### src/include/spiq_pkg.sv
package spiq_pkg;

   // ----------------------------------------------------------------
   // Register addresses
   // ----------------------------------------------------------------
   localparam logic [15:0] SPIQ_ADDR_CONTROL = 16'h1028;
   localparam logic [15:0] SPIQ_ADDR_STATUS = 16'h1029;
   localparam logic [15:0] SPIQ_ADDR_DATA = 16'h102a;

   // ----------------------------------------------------------------
   // Control field positions
   // ----------------------------------------------------------------
   localparam int SPIQ_CTL_IRQ_EN = 7;
   localparam int SPIQ_CTL_PORT_EN = 6;
   localparam int SPIQ_CTL_OPEN_DRAIN = 5;
   localparam int SPIQ_CTL_MASTER = 4;
   localparam int SPIQ_CTL_CLOCK_IDLE_POLARITY = 3;
   localparam int SPIQ_CTL_CLOCK_PHASE_SELECT = 2;
   localparam int SPIQ_CTL_RATE_HI = 1;
   localparam int SPIQ_CTL_RATE_LO = 0;

   // ----------------------------------------------------------------
   // Status field positions
   // ----------------------------------------------------------------
   localparam int SPIQ_STS_DONE = 7;
   localparam int SPIQ_STS_WRITE_COLLISION_FLAG = 6;
   localparam int SPIQ_STS_MODE_FAULT_FLAG = 4;

   // ----------------------------------------------------------------
   // Reset values
   // ----------------------------------------------------------------
   localparam logic [7:0] SPIQ_CONTROL_RESET = 8'h04;
   localparam logic [7:0] SPIQ_STATUS_RESET = 8'h00;
   localparam logic [7:0] SPIQ_DATA_RESET = 8'h00;
   localparam logic [7:0] SPIQ_READ_UNMAPPED = 8'h00;

   // ----------------------------------------------------------------
   // Timing: clocks per half serial clock period for each rate code
   // ----------------------------------------------------------------
   localparam logic [4:0] SPIQ_HALF_DIV2 = 5'h01;
   localparam logic [4:0] SPIQ_HALF_DIV4 = 5'h02;
   localparam logic [4:0] SPIQ_HALF_DIV16 = 5'h08;
   localparam logic [4:0] SPIQ_HALF_DIV32 = 5'h10;
   localparam logic [3:0] SPIQ_LAST_EDGE = 4'hf;

   typedef enum logic [0:0] {
      SPIQ_IDLE = 1'b0,
      SPIQ_SHIFT = 1'b1
   } spiq_state_t;

   function automatic logic [4:0] spiq_half_count(input logic [1:0] rate);
      unique case (rate)
         2'b00: spiq_half_count = SPIQ_HALF_DIV2;
         2'b01: spiq_half_count = SPIQ_HALF_DIV4;
         2'b10: spiq_half_count = SPIQ_HALF_DIV16;
         2'b11: spiq_half_count = SPIQ_HALF_DIV32;
      endcase
   endfunction : spiq_half_count

endpackage : spiq_pkg

### src/rtl/spiq_rate_gen.sv
`timescale 1ns/1ps
module spiq_rate_gen
   import spiq_pkg::*;
(
   // Clock and reset
   input wire logic clock,
   input wire logic rst_n,
   // Control
   input wire logic run,
   input wire logic [1:0] rate,
   // Half period strobe
   output logic tick
);

   logic [4:0] cnt_ff;
   logic [4:0] nxt_cnt;
   logic tick_ff;
   logic nxt_tick;

   // ----------------------------------------------------------------
   // Divider: one tick per half serial clock period
   // ----------------------------------------------------------------
   always_comb begin
      nxt_cnt = 5'h00;
      nxt_tick = 1'b0;
      if (run) begin
         if (cnt_ff + 5'h01 >= spiq_half_count(rate)) begin
            nxt_tick = 1'b1;
         end else begin
            nxt_cnt = cnt_ff + 5'h01;
         end
      end
   end

   always_ff @(posedge clock or negedge rst_n) begin
      if (!rst_n) begin
         cnt_ff <= 5'h00;
         tick_ff <= 1'b0;
      end else begin
         cnt_ff <= nxt_cnt;
         tick_ff <= nxt_tick;
      end
   end

   assign tick = tick_ff;

endmodule : spiq_rate_gen

### src/rtl/spiq_master.sv
// Notes on behaviour
// - Byte exchange end sets done flag bit 7
// - Data write while busy sets collision bit 6
// - Status read then data access clears both
// - Master with slave select low sets fault
// - Status read then control write clears fault
// - Master data write starts full duplex exchange
// - Status bits 7,6,4 used; others zero
// - Control layout and reset value 0000_01xx
// - Link runs polarity 0, phase 0
// - Twelve bit code is straight binary unipolar
// - Interrupt on done or fault when enabled
// - Serial clock idles at chosen polarity
// - Rate bits divide clock 2,4,16,32
`timescale 1ns/1ps
module spiq_master
   import spiq_pkg::*;
(
   // Clock and reset
   input wire logic clock,
   input wire logic reset_n,
   // Processor register port
   input wire logic [15:0] bus_addr,
   input wire logic bus_wr,
   input wire logic bus_rd,
   input wire logic [7:0] bus_wdata,
   output logic [7:0] bus_rdata,
   // Serial pins
   output logic sck_out,
   output logic sck_oe,
   output logic mosi_out,
   output logic mosi_oe,
   input wire logic miso_in,
   input wire logic slave_sel_n_in,
   // Interrupt request
   output logic irq_n
);

   // ----------------------------------------------------------------
   // Reset release and pin synchronisers
   // ----------------------------------------------------------------
   logic [1:0] rst_sync_ff;
   logic rst_n;
   logic [1:0] miso_sync_ff;
   logic [1:0] ss_sync_ff;

   always_ff @(posedge clock or negedge reset_n) begin
      if (!reset_n) begin
         rst_sync_ff <= 2'b00;
      end else begin
         rst_sync_ff <= {rst_sync_ff[0], 1'b1};
      end
   end
   assign rst_n = rst_sync_ff[1];
   always_ff @(posedge clock or negedge rst_n) begin
      if (!rst_n) begin
         miso_sync_ff <= 2'b00;
         ss_sync_ff <= 2'b11;
      end else begin
         miso_sync_ff <= {miso_sync_ff[0], miso_in};
         ss_sync_ff <= {ss_sync_ff[0], slave_sel_n_in};
      end
   end

   // ----------------------------------------------------------------
   // Access decode
   // ----------------------------------------------------------------
   logic wr_ctl, rd_sts, wr_data, acc_data;
   assign wr_ctl = bus_wr && bus_addr == SPIQ_ADDR_CONTROL;
   assign rd_sts = bus_rd && bus_addr == SPIQ_ADDR_STATUS;
   assign wr_data = bus_wr && bus_addr == SPIQ_ADDR_DATA;
   assign acc_data = (bus_wr || bus_rd) && bus_addr == SPIQ_ADDR_DATA;
   // ----------------------------------------------------------------
   // Registers and flags
   // ----------------------------------------------------------------
   logic [7:0] ctl_ff, nxt_ctl;
   logic done_ff, nxt_done;
   logic write_collision_flag_ff, nxt_write_collision_flag;
   logic mode_fault_flag_ff, nxt_mode_fault_flag;
   logic arm_xfer_ff, nxt_arm_xfer;
   logic arm_mode_fault_flag_ff, nxt_arm_mode_fault_flag;
   logic [7:0] rx_buf_ff, nxt_rx_buf, rx_sr_next;
   logic busy, finish, start, fault;

   assign fault = ctl_ff[SPIQ_CTL_MASTER] && ctl_ff[SPIQ_CTL_PORT_EN] && !ss_sync_ff[1];
   assign start = wr_data && !busy && ctl_ff[SPIQ_CTL_MASTER]
                  && ctl_ff[SPIQ_CTL_PORT_EN] && !mode_fault_flag_ff;

   always_comb begin
      nxt_ctl = ctl_ff;
      nxt_done = done_ff;
      nxt_write_collision_flag = write_collision_flag_ff;
      nxt_mode_fault_flag = mode_fault_flag_ff;
      nxt_arm_xfer = arm_xfer_ff;
      nxt_arm_mode_fault_flag = arm_mode_fault_flag_ff;
      nxt_rx_buf = rx_buf_ff;
      if (wr_ctl) begin
         nxt_ctl = bus_wdata;
      end
      // Clears first so that a same-cycle set below wins
      if (acc_data && arm_xfer_ff) begin
         nxt_done = 1'b0;
         nxt_write_collision_flag = 1'b0;
         nxt_arm_xfer = 1'b0;
      end
      if (wr_ctl && arm_mode_fault_flag_ff) begin
         nxt_mode_fault_flag = 1'b0;
         nxt_arm_mode_fault_flag = 1'b0;
      end
      if (rd_sts && (done_ff || write_collision_flag_ff)) begin
         nxt_arm_xfer = 1'b1;
      end
      if (rd_sts && mode_fault_flag_ff) begin
         nxt_arm_mode_fault_flag = 1'b1;
      end
      if (finish) begin
         nxt_done = 1'b1;
         nxt_rx_buf = rx_sr_next;
      end
      if (wr_data && busy) begin
         nxt_write_collision_flag = 1'b1;
      end
      if (fault) begin
         nxt_mode_fault_flag = 1'b1;
      end
   end

   always_ff @(posedge clock or negedge rst_n) begin
      if (!rst_n) begin
         ctl_ff <= SPIQ_CONTROL_RESET;
         done_ff <= 1'b0;
         write_collision_flag_ff <= 1'b0;
         mode_fault_flag_ff <= 1'b0;
         arm_xfer_ff <= 1'b0;
         arm_mode_fault_flag_ff <= 1'b0;
         rx_buf_ff <= SPIQ_DATA_RESET;
      end else begin
         ctl_ff <= nxt_ctl;
         done_ff <= nxt_done;
         write_collision_flag_ff <= nxt_write_collision_flag;
         mode_fault_flag_ff <= nxt_mode_fault_flag;
         arm_xfer_ff <= nxt_arm_xfer;
         arm_mode_fault_flag_ff <= nxt_arm_mode_fault_flag;
         rx_buf_ff <= nxt_rx_buf;
      end
   end

   // ----------------------------------------------------------------
   // Shift engine
   // ----------------------------------------------------------------
   spiq_state_t state_ff, nxt_state;
   logic [7:0] sr_ff, nxt_sr;
   logic [3:0] edge_ff, nxt_edge;
   logic sck_lvl_ff, nxt_sck_lvl;
   logic mosi_ff, nxt_mosi;
   logic rx_bit_ff, nxt_rx_bit;
   logic tick, clock_phase_select;

   assign busy = state_ff == SPIQ_SHIFT;
   assign clock_phase_select = ctl_ff[SPIQ_CTL_CLOCK_PHASE_SELECT];
   // Mode 0 samples on the trailing edge; sync and pin lag make the leading one stale
   assign rx_sr_next = {sr_ff[6:0], clock_phase_select ? rx_bit_ff : miso_sync_ff[1]};
   assign finish = busy && tick && edge_ff == SPIQ_LAST_EDGE;
   spiq_rate_gen u_rate (
      .clock(clock),
      .rst_n(rst_n),
      .run(busy),
      .rate(ctl_ff[SPIQ_CTL_RATE_HI:SPIQ_CTL_RATE_LO]),
      .tick(tick)
   );

   always_comb begin
      nxt_state = state_ff;
      nxt_sr = sr_ff;
      nxt_edge = edge_ff;
      nxt_sck_lvl = sck_lvl_ff;
      nxt_mosi = mosi_ff;
      nxt_rx_bit = rx_bit_ff;
      unique case (state_ff)
         SPIQ_IDLE: begin
            nxt_sck_lvl = 1'b0;
            if (start) begin
               nxt_state = SPIQ_SHIFT;
               nxt_sr = bus_wdata;
               nxt_edge = 4'h0;
               if (!clock_phase_select) begin
                  nxt_mosi = bus_wdata[7];
               end
            end
         end
         SPIQ_SHIFT: begin
            if (fault) begin
               // A fault aborts the byte; done is set only if the last edge ticks in that same cycle
               nxt_state = SPIQ_IDLE;
               nxt_sck_lvl = 1'b0;
            end else if (tick) begin
               nxt_sck_lvl = !sck_lvl_ff;
               nxt_edge = edge_ff + 4'h1;
               if (!edge_ff[0]) begin
                  // Leading edge
                  nxt_rx_bit = miso_sync_ff[1];
                  if (clock_phase_select) begin
                     nxt_mosi = sr_ff[7];
                  end
               end else begin
                  // Trailing edge
                  nxt_sr = rx_sr_next;
                  if (!clock_phase_select && edge_ff != SPIQ_LAST_EDGE) begin
                     nxt_mosi = sr_ff[6];
                  end
               end
               if (edge_ff == SPIQ_LAST_EDGE) begin
                  nxt_state = SPIQ_IDLE;
               end
            end
         end
      endcase
   end

   always_ff @(posedge clock or negedge rst_n) begin
      if (!rst_n) begin
         state_ff <= SPIQ_IDLE;
         sr_ff <= SPIQ_DATA_RESET;
         edge_ff <= 4'h0;
         sck_lvl_ff <= 1'b0;
         mosi_ff <= 1'b1;
         rx_bit_ff <= 1'b0;
      end else begin
         state_ff <= nxt_state;
         sr_ff <= nxt_sr;
         edge_ff <= nxt_edge;
         sck_lvl_ff <= nxt_sck_lvl;
         mosi_ff <= nxt_mosi;
         rx_bit_ff <= nxt_rx_bit;
      end
   end

   // ----------------------------------------------------------------
   // Pins, read data and interrupt
   // ----------------------------------------------------------------
   logic sck_out_ff, nxt_sck_out, sck_oe_ff, nxt_sck_oe;
   logic mosi_out_ff, nxt_mosi_out, mosi_oe_ff, nxt_mosi_oe;
   logic [7:0] rdata_ff, nxt_rdata;
   logic irq_n_ff, nxt_irq_n;
   logic drive;

   // Open drain mode only pulls low; the board supplies the high level
   assign drive = ctl_ff[SPIQ_CTL_PORT_EN] && ctl_ff[SPIQ_CTL_MASTER] && !mode_fault_flag_ff;
   always_comb begin
      nxt_sck_out = sck_lvl_ff ^ ctl_ff[SPIQ_CTL_CLOCK_IDLE_POLARITY];
      nxt_mosi_out = mosi_ff;
      nxt_sck_oe = drive && (!ctl_ff[SPIQ_CTL_OPEN_DRAIN] || !nxt_sck_out);
      nxt_mosi_oe = drive && (!ctl_ff[SPIQ_CTL_OPEN_DRAIN] || !nxt_mosi_out);
      nxt_rdata = SPIQ_READ_UNMAPPED;
      if (bus_rd) begin
         unique case (bus_addr)
            SPIQ_ADDR_CONTROL: nxt_rdata = ctl_ff;
            SPIQ_ADDR_STATUS: begin
               nxt_rdata = SPIQ_STATUS_RESET;
               nxt_rdata[SPIQ_STS_DONE] = done_ff;
               nxt_rdata[SPIQ_STS_WRITE_COLLISION_FLAG] = write_collision_flag_ff;
               nxt_rdata[SPIQ_STS_MODE_FAULT_FLAG] = mode_fault_flag_ff;
            end
            SPIQ_ADDR_DATA: nxt_rdata = rx_buf_ff;
            default: nxt_rdata = SPIQ_READ_UNMAPPED;
         endcase
      end
      nxt_irq_n = !(ctl_ff[SPIQ_CTL_IRQ_EN] && (nxt_done || nxt_mode_fault_flag));
   end

   always_ff @(posedge clock or negedge rst_n) begin
      if (!rst_n) begin
         sck_out_ff <= 1'b0;
         sck_oe_ff <= 1'b0;
         mosi_out_ff <= 1'b1;
         mosi_oe_ff <= 1'b0;
         rdata_ff <= SPIQ_READ_UNMAPPED;
         irq_n_ff <= 1'b1;
      end else begin
         sck_out_ff <= nxt_sck_out;
         sck_oe_ff <= nxt_sck_oe;
         mosi_out_ff <= nxt_mosi_out;
         mosi_oe_ff <= nxt_mosi_oe;
         rdata_ff <= nxt_rdata;
         irq_n_ff <= nxt_irq_n;
      end
   end

   assign sck_out = sck_out_ff;
   assign sck_oe = sck_oe_ff;
   assign mosi_out = mosi_out_ff;
   assign mosi_oe = mosi_oe_ff;
   assign bus_rdata = rdata_ff;
   assign irq_n = irq_n_ff;
endmodule : spiq_master

### config.mk
export PLATFORM = sky130hd
export DESIGN_NAME = spiq_master
export DESIGN_NICKNAME = d
export VERILOG_FILES = /design/src/include/spiq_pkg.sv /design/src/rtl/spiq_rate_gen.sv /design/src/rtl/spiq_master.sv
export SDC_FILE = /design/constraint.sdc
export NUM_CORES = 1
export LEC_CHECK = 0
export BUFFER_PORTS_ARGS = -buffer_cell sky130_fd_sc_hd__buf_2
export CORE_ASPECT_RATIO = 0.75
export CORE_MARGIN = 10
export CORE_UTILIZATION = 56
export CTS_CLUSTER_DIAMETER = 60
export DETAILED_ROUTE_END_ITERATION = 6
export PLACE_DENSITY = 0.83
export SYNTH_ARGS = -nofsm -noshare
export SYNTH_HDL_FRONTEND = slang
export SYNTH_SLANG_ARGS = --single-unit
export TNS_END_PERCENT = 100
### constraint.sdc
create_clock -name clock -period 2.42 [get_ports clock]
set_input_delay 0.726 -clock clock [delete_from_list [all_inputs] [get_ports clock]]
set_output_delay 0.726 -clock clock [all_outputs]
set_load 0.01 [all_outputs]
==> results.md <==
- Post-cts hold buffer count: 0
- Final instance count without filler cells: 352
- Max Transition Viols Final: 0
- Crit end category: register
- CTS Buf Count: 9
- Std-Cell Rows: 22
- Delay of the slowest cell on the worst path: 0.33 ns
- Count of unique library cells instantiated by Yosys: 46
- Sum of net half-perimeters after detailed placement: 4340 um
- Via count of the first global-routing pass: 2105
- Worst skew pair latency: 0.34 ns
- Area growth from synthesis to layout: 16.4%
- Cell taking the most area after synthesis: sky130_fd_sc_hd__dfrtp_1
- Kind of start point of the critical path: input port
- Count of flip-flops with a built-in enable after synthesis: 0
- Antenna-violating nets left: 0
- Count of endpoints failing hold in the final timing report: 0
- DRC Markers: 0
- Post-Synthesis Net Count: 273
- Primary flip-flop cell chosen by synthesis mapping: sky130_fd_sc_hd__dfrtp_1
- Final core occ: 0.672
- Overall routing resource usage: 0.157
- Max-slew headroom at the worst pin: 0.518
- Total power: 1890 uW
- Share of the synthesized area in the top cell type: 0.496
- Reg2reg end: rx_buf_ff[3]
- Biggest area contributors in the synthesized netlist: sky130_fd_sc_hd__dfrtp_1, sky130_fd_sc_hd__mux2_2, sky130_fd_sc_hd__dfstp_2
- Critical path cell sequence: buf_2, nor4b_2, and4_4, nor3b_4, buf_12, mux2_2
- Maximum achievable frequency: 0.506 GHz
- Remaining Overflow, GRT: 0
- Number of standard cells after synthesis: 237
- Maximum number of pins on one net before global-route repair: 61
- Share of synthesized area occupied by flip-flops and latches: 0.551
- Detailed Routing Iterations Pass 1: 4
- Worst-case hold slack: 0.160 ns
- Core Area: 4900 um^2
- Placer's final routability congestion estimate: 0.913
- TritonCTS clock tree: done
- Biggest fanout along the worst timing path: 8
- Routed length per placed instance: 17.2 um
- Avg Cell Area, Syn: 11.9 um^2
- Total number of vias: 1999
- Detailed-route wire length: 6050 um
- Area enclosed by the die boundary: 8320 um^2
- Required arrival time at the worst endpoint: 2.64 ns
- Worst min-delay path category: in2async
- Vias per cell: 5.68
- Result of the run: complete, no violations
- Finish-stage setup viols: 0
- Max-cap violation count: 0
- Source of the worst register-to-register timing path: edge_ff[0]
- Critical-path top delay cell: sky130_fd_sc_hd__nor4b_2
- Depth of the most critical reg-to-reg path: 4
- Setup tns final: 0 ns
- Clock transition at the registers of the reported paths: 0.06 ns
- Worst path arrival time: 2.20 ns
- Pwr/cell area: 575 nW/um^2
- Number of ports placed on the die boundary: 43
- Leakage: 0.00165 uW
- Count of routing violations after the opening detailed-route iteration: 145
- H-Tree Level Count: 3
- Synth warnings: 0
- Fraction of final layout cells with drive strength greater than 1: 0.360
- Final Skew: 0.00729 ns
- Die width: 102 um
- Flops & latches, synth: 62
- Worst-margin pin slew: 0.722 ns
- Buffers inserted during post-CTS setup optimization: 0
- First-pass GRT wire length: 10200 um
- Cell count after placement: 336
- Peak VDD IR: 510 uV
- Net count reported at finish: 323
- Chip Height: 81.5 um
- Clock tree buffer depth: 2
- Minimum clock period after layout: 1.97 ns
- R2r setup slk: 0.47 ns
- IO buf count: 42
- Post-CTS resize count: 0
- Final cycle utilization of the critical path: 0.816
- Asr flop ratio synth: 1.00
- Cell area after synthesis: 2830 um^2
- Initial Util: 0.577
- Antenna cell count: 0
- Clock Sinks: 62
- RSZ-0062 raised after global routing: false
- Cell chosen for the clock root: sky130_fd_sc_hd__clkbuf_8
- Initial antenna violation count: 0
- Kind of critical path: in2reg
[metal layers]
metal  GRT usage  routed length [um]
met1       0.186                2670
met2       0.262                2980
met3      0.0545                 319
met4      0.0618                  79
met5           0                   0
[registers in the layout, indices dropped and copies added (netlist names), 2 cells and up]
signal         count
bus_rdata          8
ctl_ff             8
edge_ff            4
miso_sync_ff       2
rst_sync_ff        2
rx_buf_ff          8
sr_ff              8
ss_sync_ff         2
u_rate.cnt_ff      5
[Yosys cell counts, drive strengths merged (4+ instances only)]
cell type and count:
o21ai 7, mux2 31, dfrtp 56, mux2i 10, xnor2 4, inv 6, dfstp 6, a21oi 11
nand2 14, clkbuf 4, nor3 4, ha 6, nand2b 4, nor2 23, buf 4
[worst max-delay path by stage]
stage | from | to | slack [ns] | cells after the start
after global routing | edge_ff[0] | rx_buf_ff[3] | 0.37 | 4
after floorplan | bus_addr[13] | ctl_ff[0] | 0.29 | 4
after global placement | bus_addr[13] | ctl_ff[5] | 0.16 | 6
after detailed placement | bus_addr[13] | ctl_ff[6] | 0.12 | 6
after CTS | bus_addr[13] | ctl_ff[1] | 0.47 | 6
final | bus_addr[13] | ctl_ff[1] | 0.45 | 6
[layout by cell type (no fill, tap or decap), types with 4 or more instances in the layout]
cell,netlist,layout
sky130_fd_sc_hd__ha_1,6,6
sky130_fd_sc_hd__buf_4,0,4
sky130_fd_sc_hd__a21oi_1,10,10
sky130_fd_sc_hd__dfrtp_1,56,55
sky130_fd_sc_hd__xnor2_1,4,4
sky130_fd_sc_hd__nand2b_1,4,4
sky130_fd_sc_hd__nor3_1,4,4
sky130_fd_sc_hd__mux2_2,31,31
sky130_fd_sc_hd__mux2i_1,10,10
sky130_fd_sc_hd__dfstp_2,6,6
sky130_fd_sc_hd__inv_1,6,6
sky130_fd_sc_hd__clkbuf_8,0,10
sky130_fd_sc_hd__clkbuf_1,3,4
sky130_fd_sc_hd__o21ai_0,7,7
sky130_fd_sc_hd__nand2_1,14,14
sky130_fd_sc_hd__nor2_1,23,23
sky130_fd_sc_hd__buf_2,4,42
[through the flow]
step	area (um^2)	setup WS [ns]
after floorplan	2830	0.294
after global placement	3130	0.162
after detailed placement	3130	0.116
after CTS	3290	0.465
after global routing	3290	0.373
final	3290	0.446
[critical path: cells and delay by family]
family	cells	cell delay, ns
and+or+nand+nor	3	0.86
muxes	1	0.33
buffers and inverters	2	0.26
[cells by family (layout without fill, tap and decap cells)]
family / Yosys count / count (layout) / synth area share
compound gates: 35 / 35 / 0.0774
xor+xnor: 6 / 6 / 0.0186
fa+ha+maj: 6 / 6 / 0.0265
buf+inv: 14 / 69 / 0.0208
flops: 62 / 62 / 0.551
mux: 41 / 41 / 0.159
other cells: 1 / 1 / 0.00133
simple gates: 72 / 72 / 0.145
[power by group]
part           internal [uW]  leakage (uW)  switching, uW  total (uW)
Clock                    398     0.0000844            370         767
Sequential              1040      0.000809           1.64        1050
Combinational           31.5      0.000755           46.6        78.1
[final cells by class]
| cell class | count | area [um^2] |
|---|---|---|
| sequential | 62 | 1560 |
| clock inverter | 2 | 10.0 |
| inverter | 6 | 22.5 |
| fill | 357 | 1610 |
| timing repair buffer | 47 | 260 |
| clock buffer | 14 | 153 |
| multi-input combinational | 161 | 1210 |
| tap | 60 | 75.1 |
No activity file was read; power rests on OpenSTA's default activity.
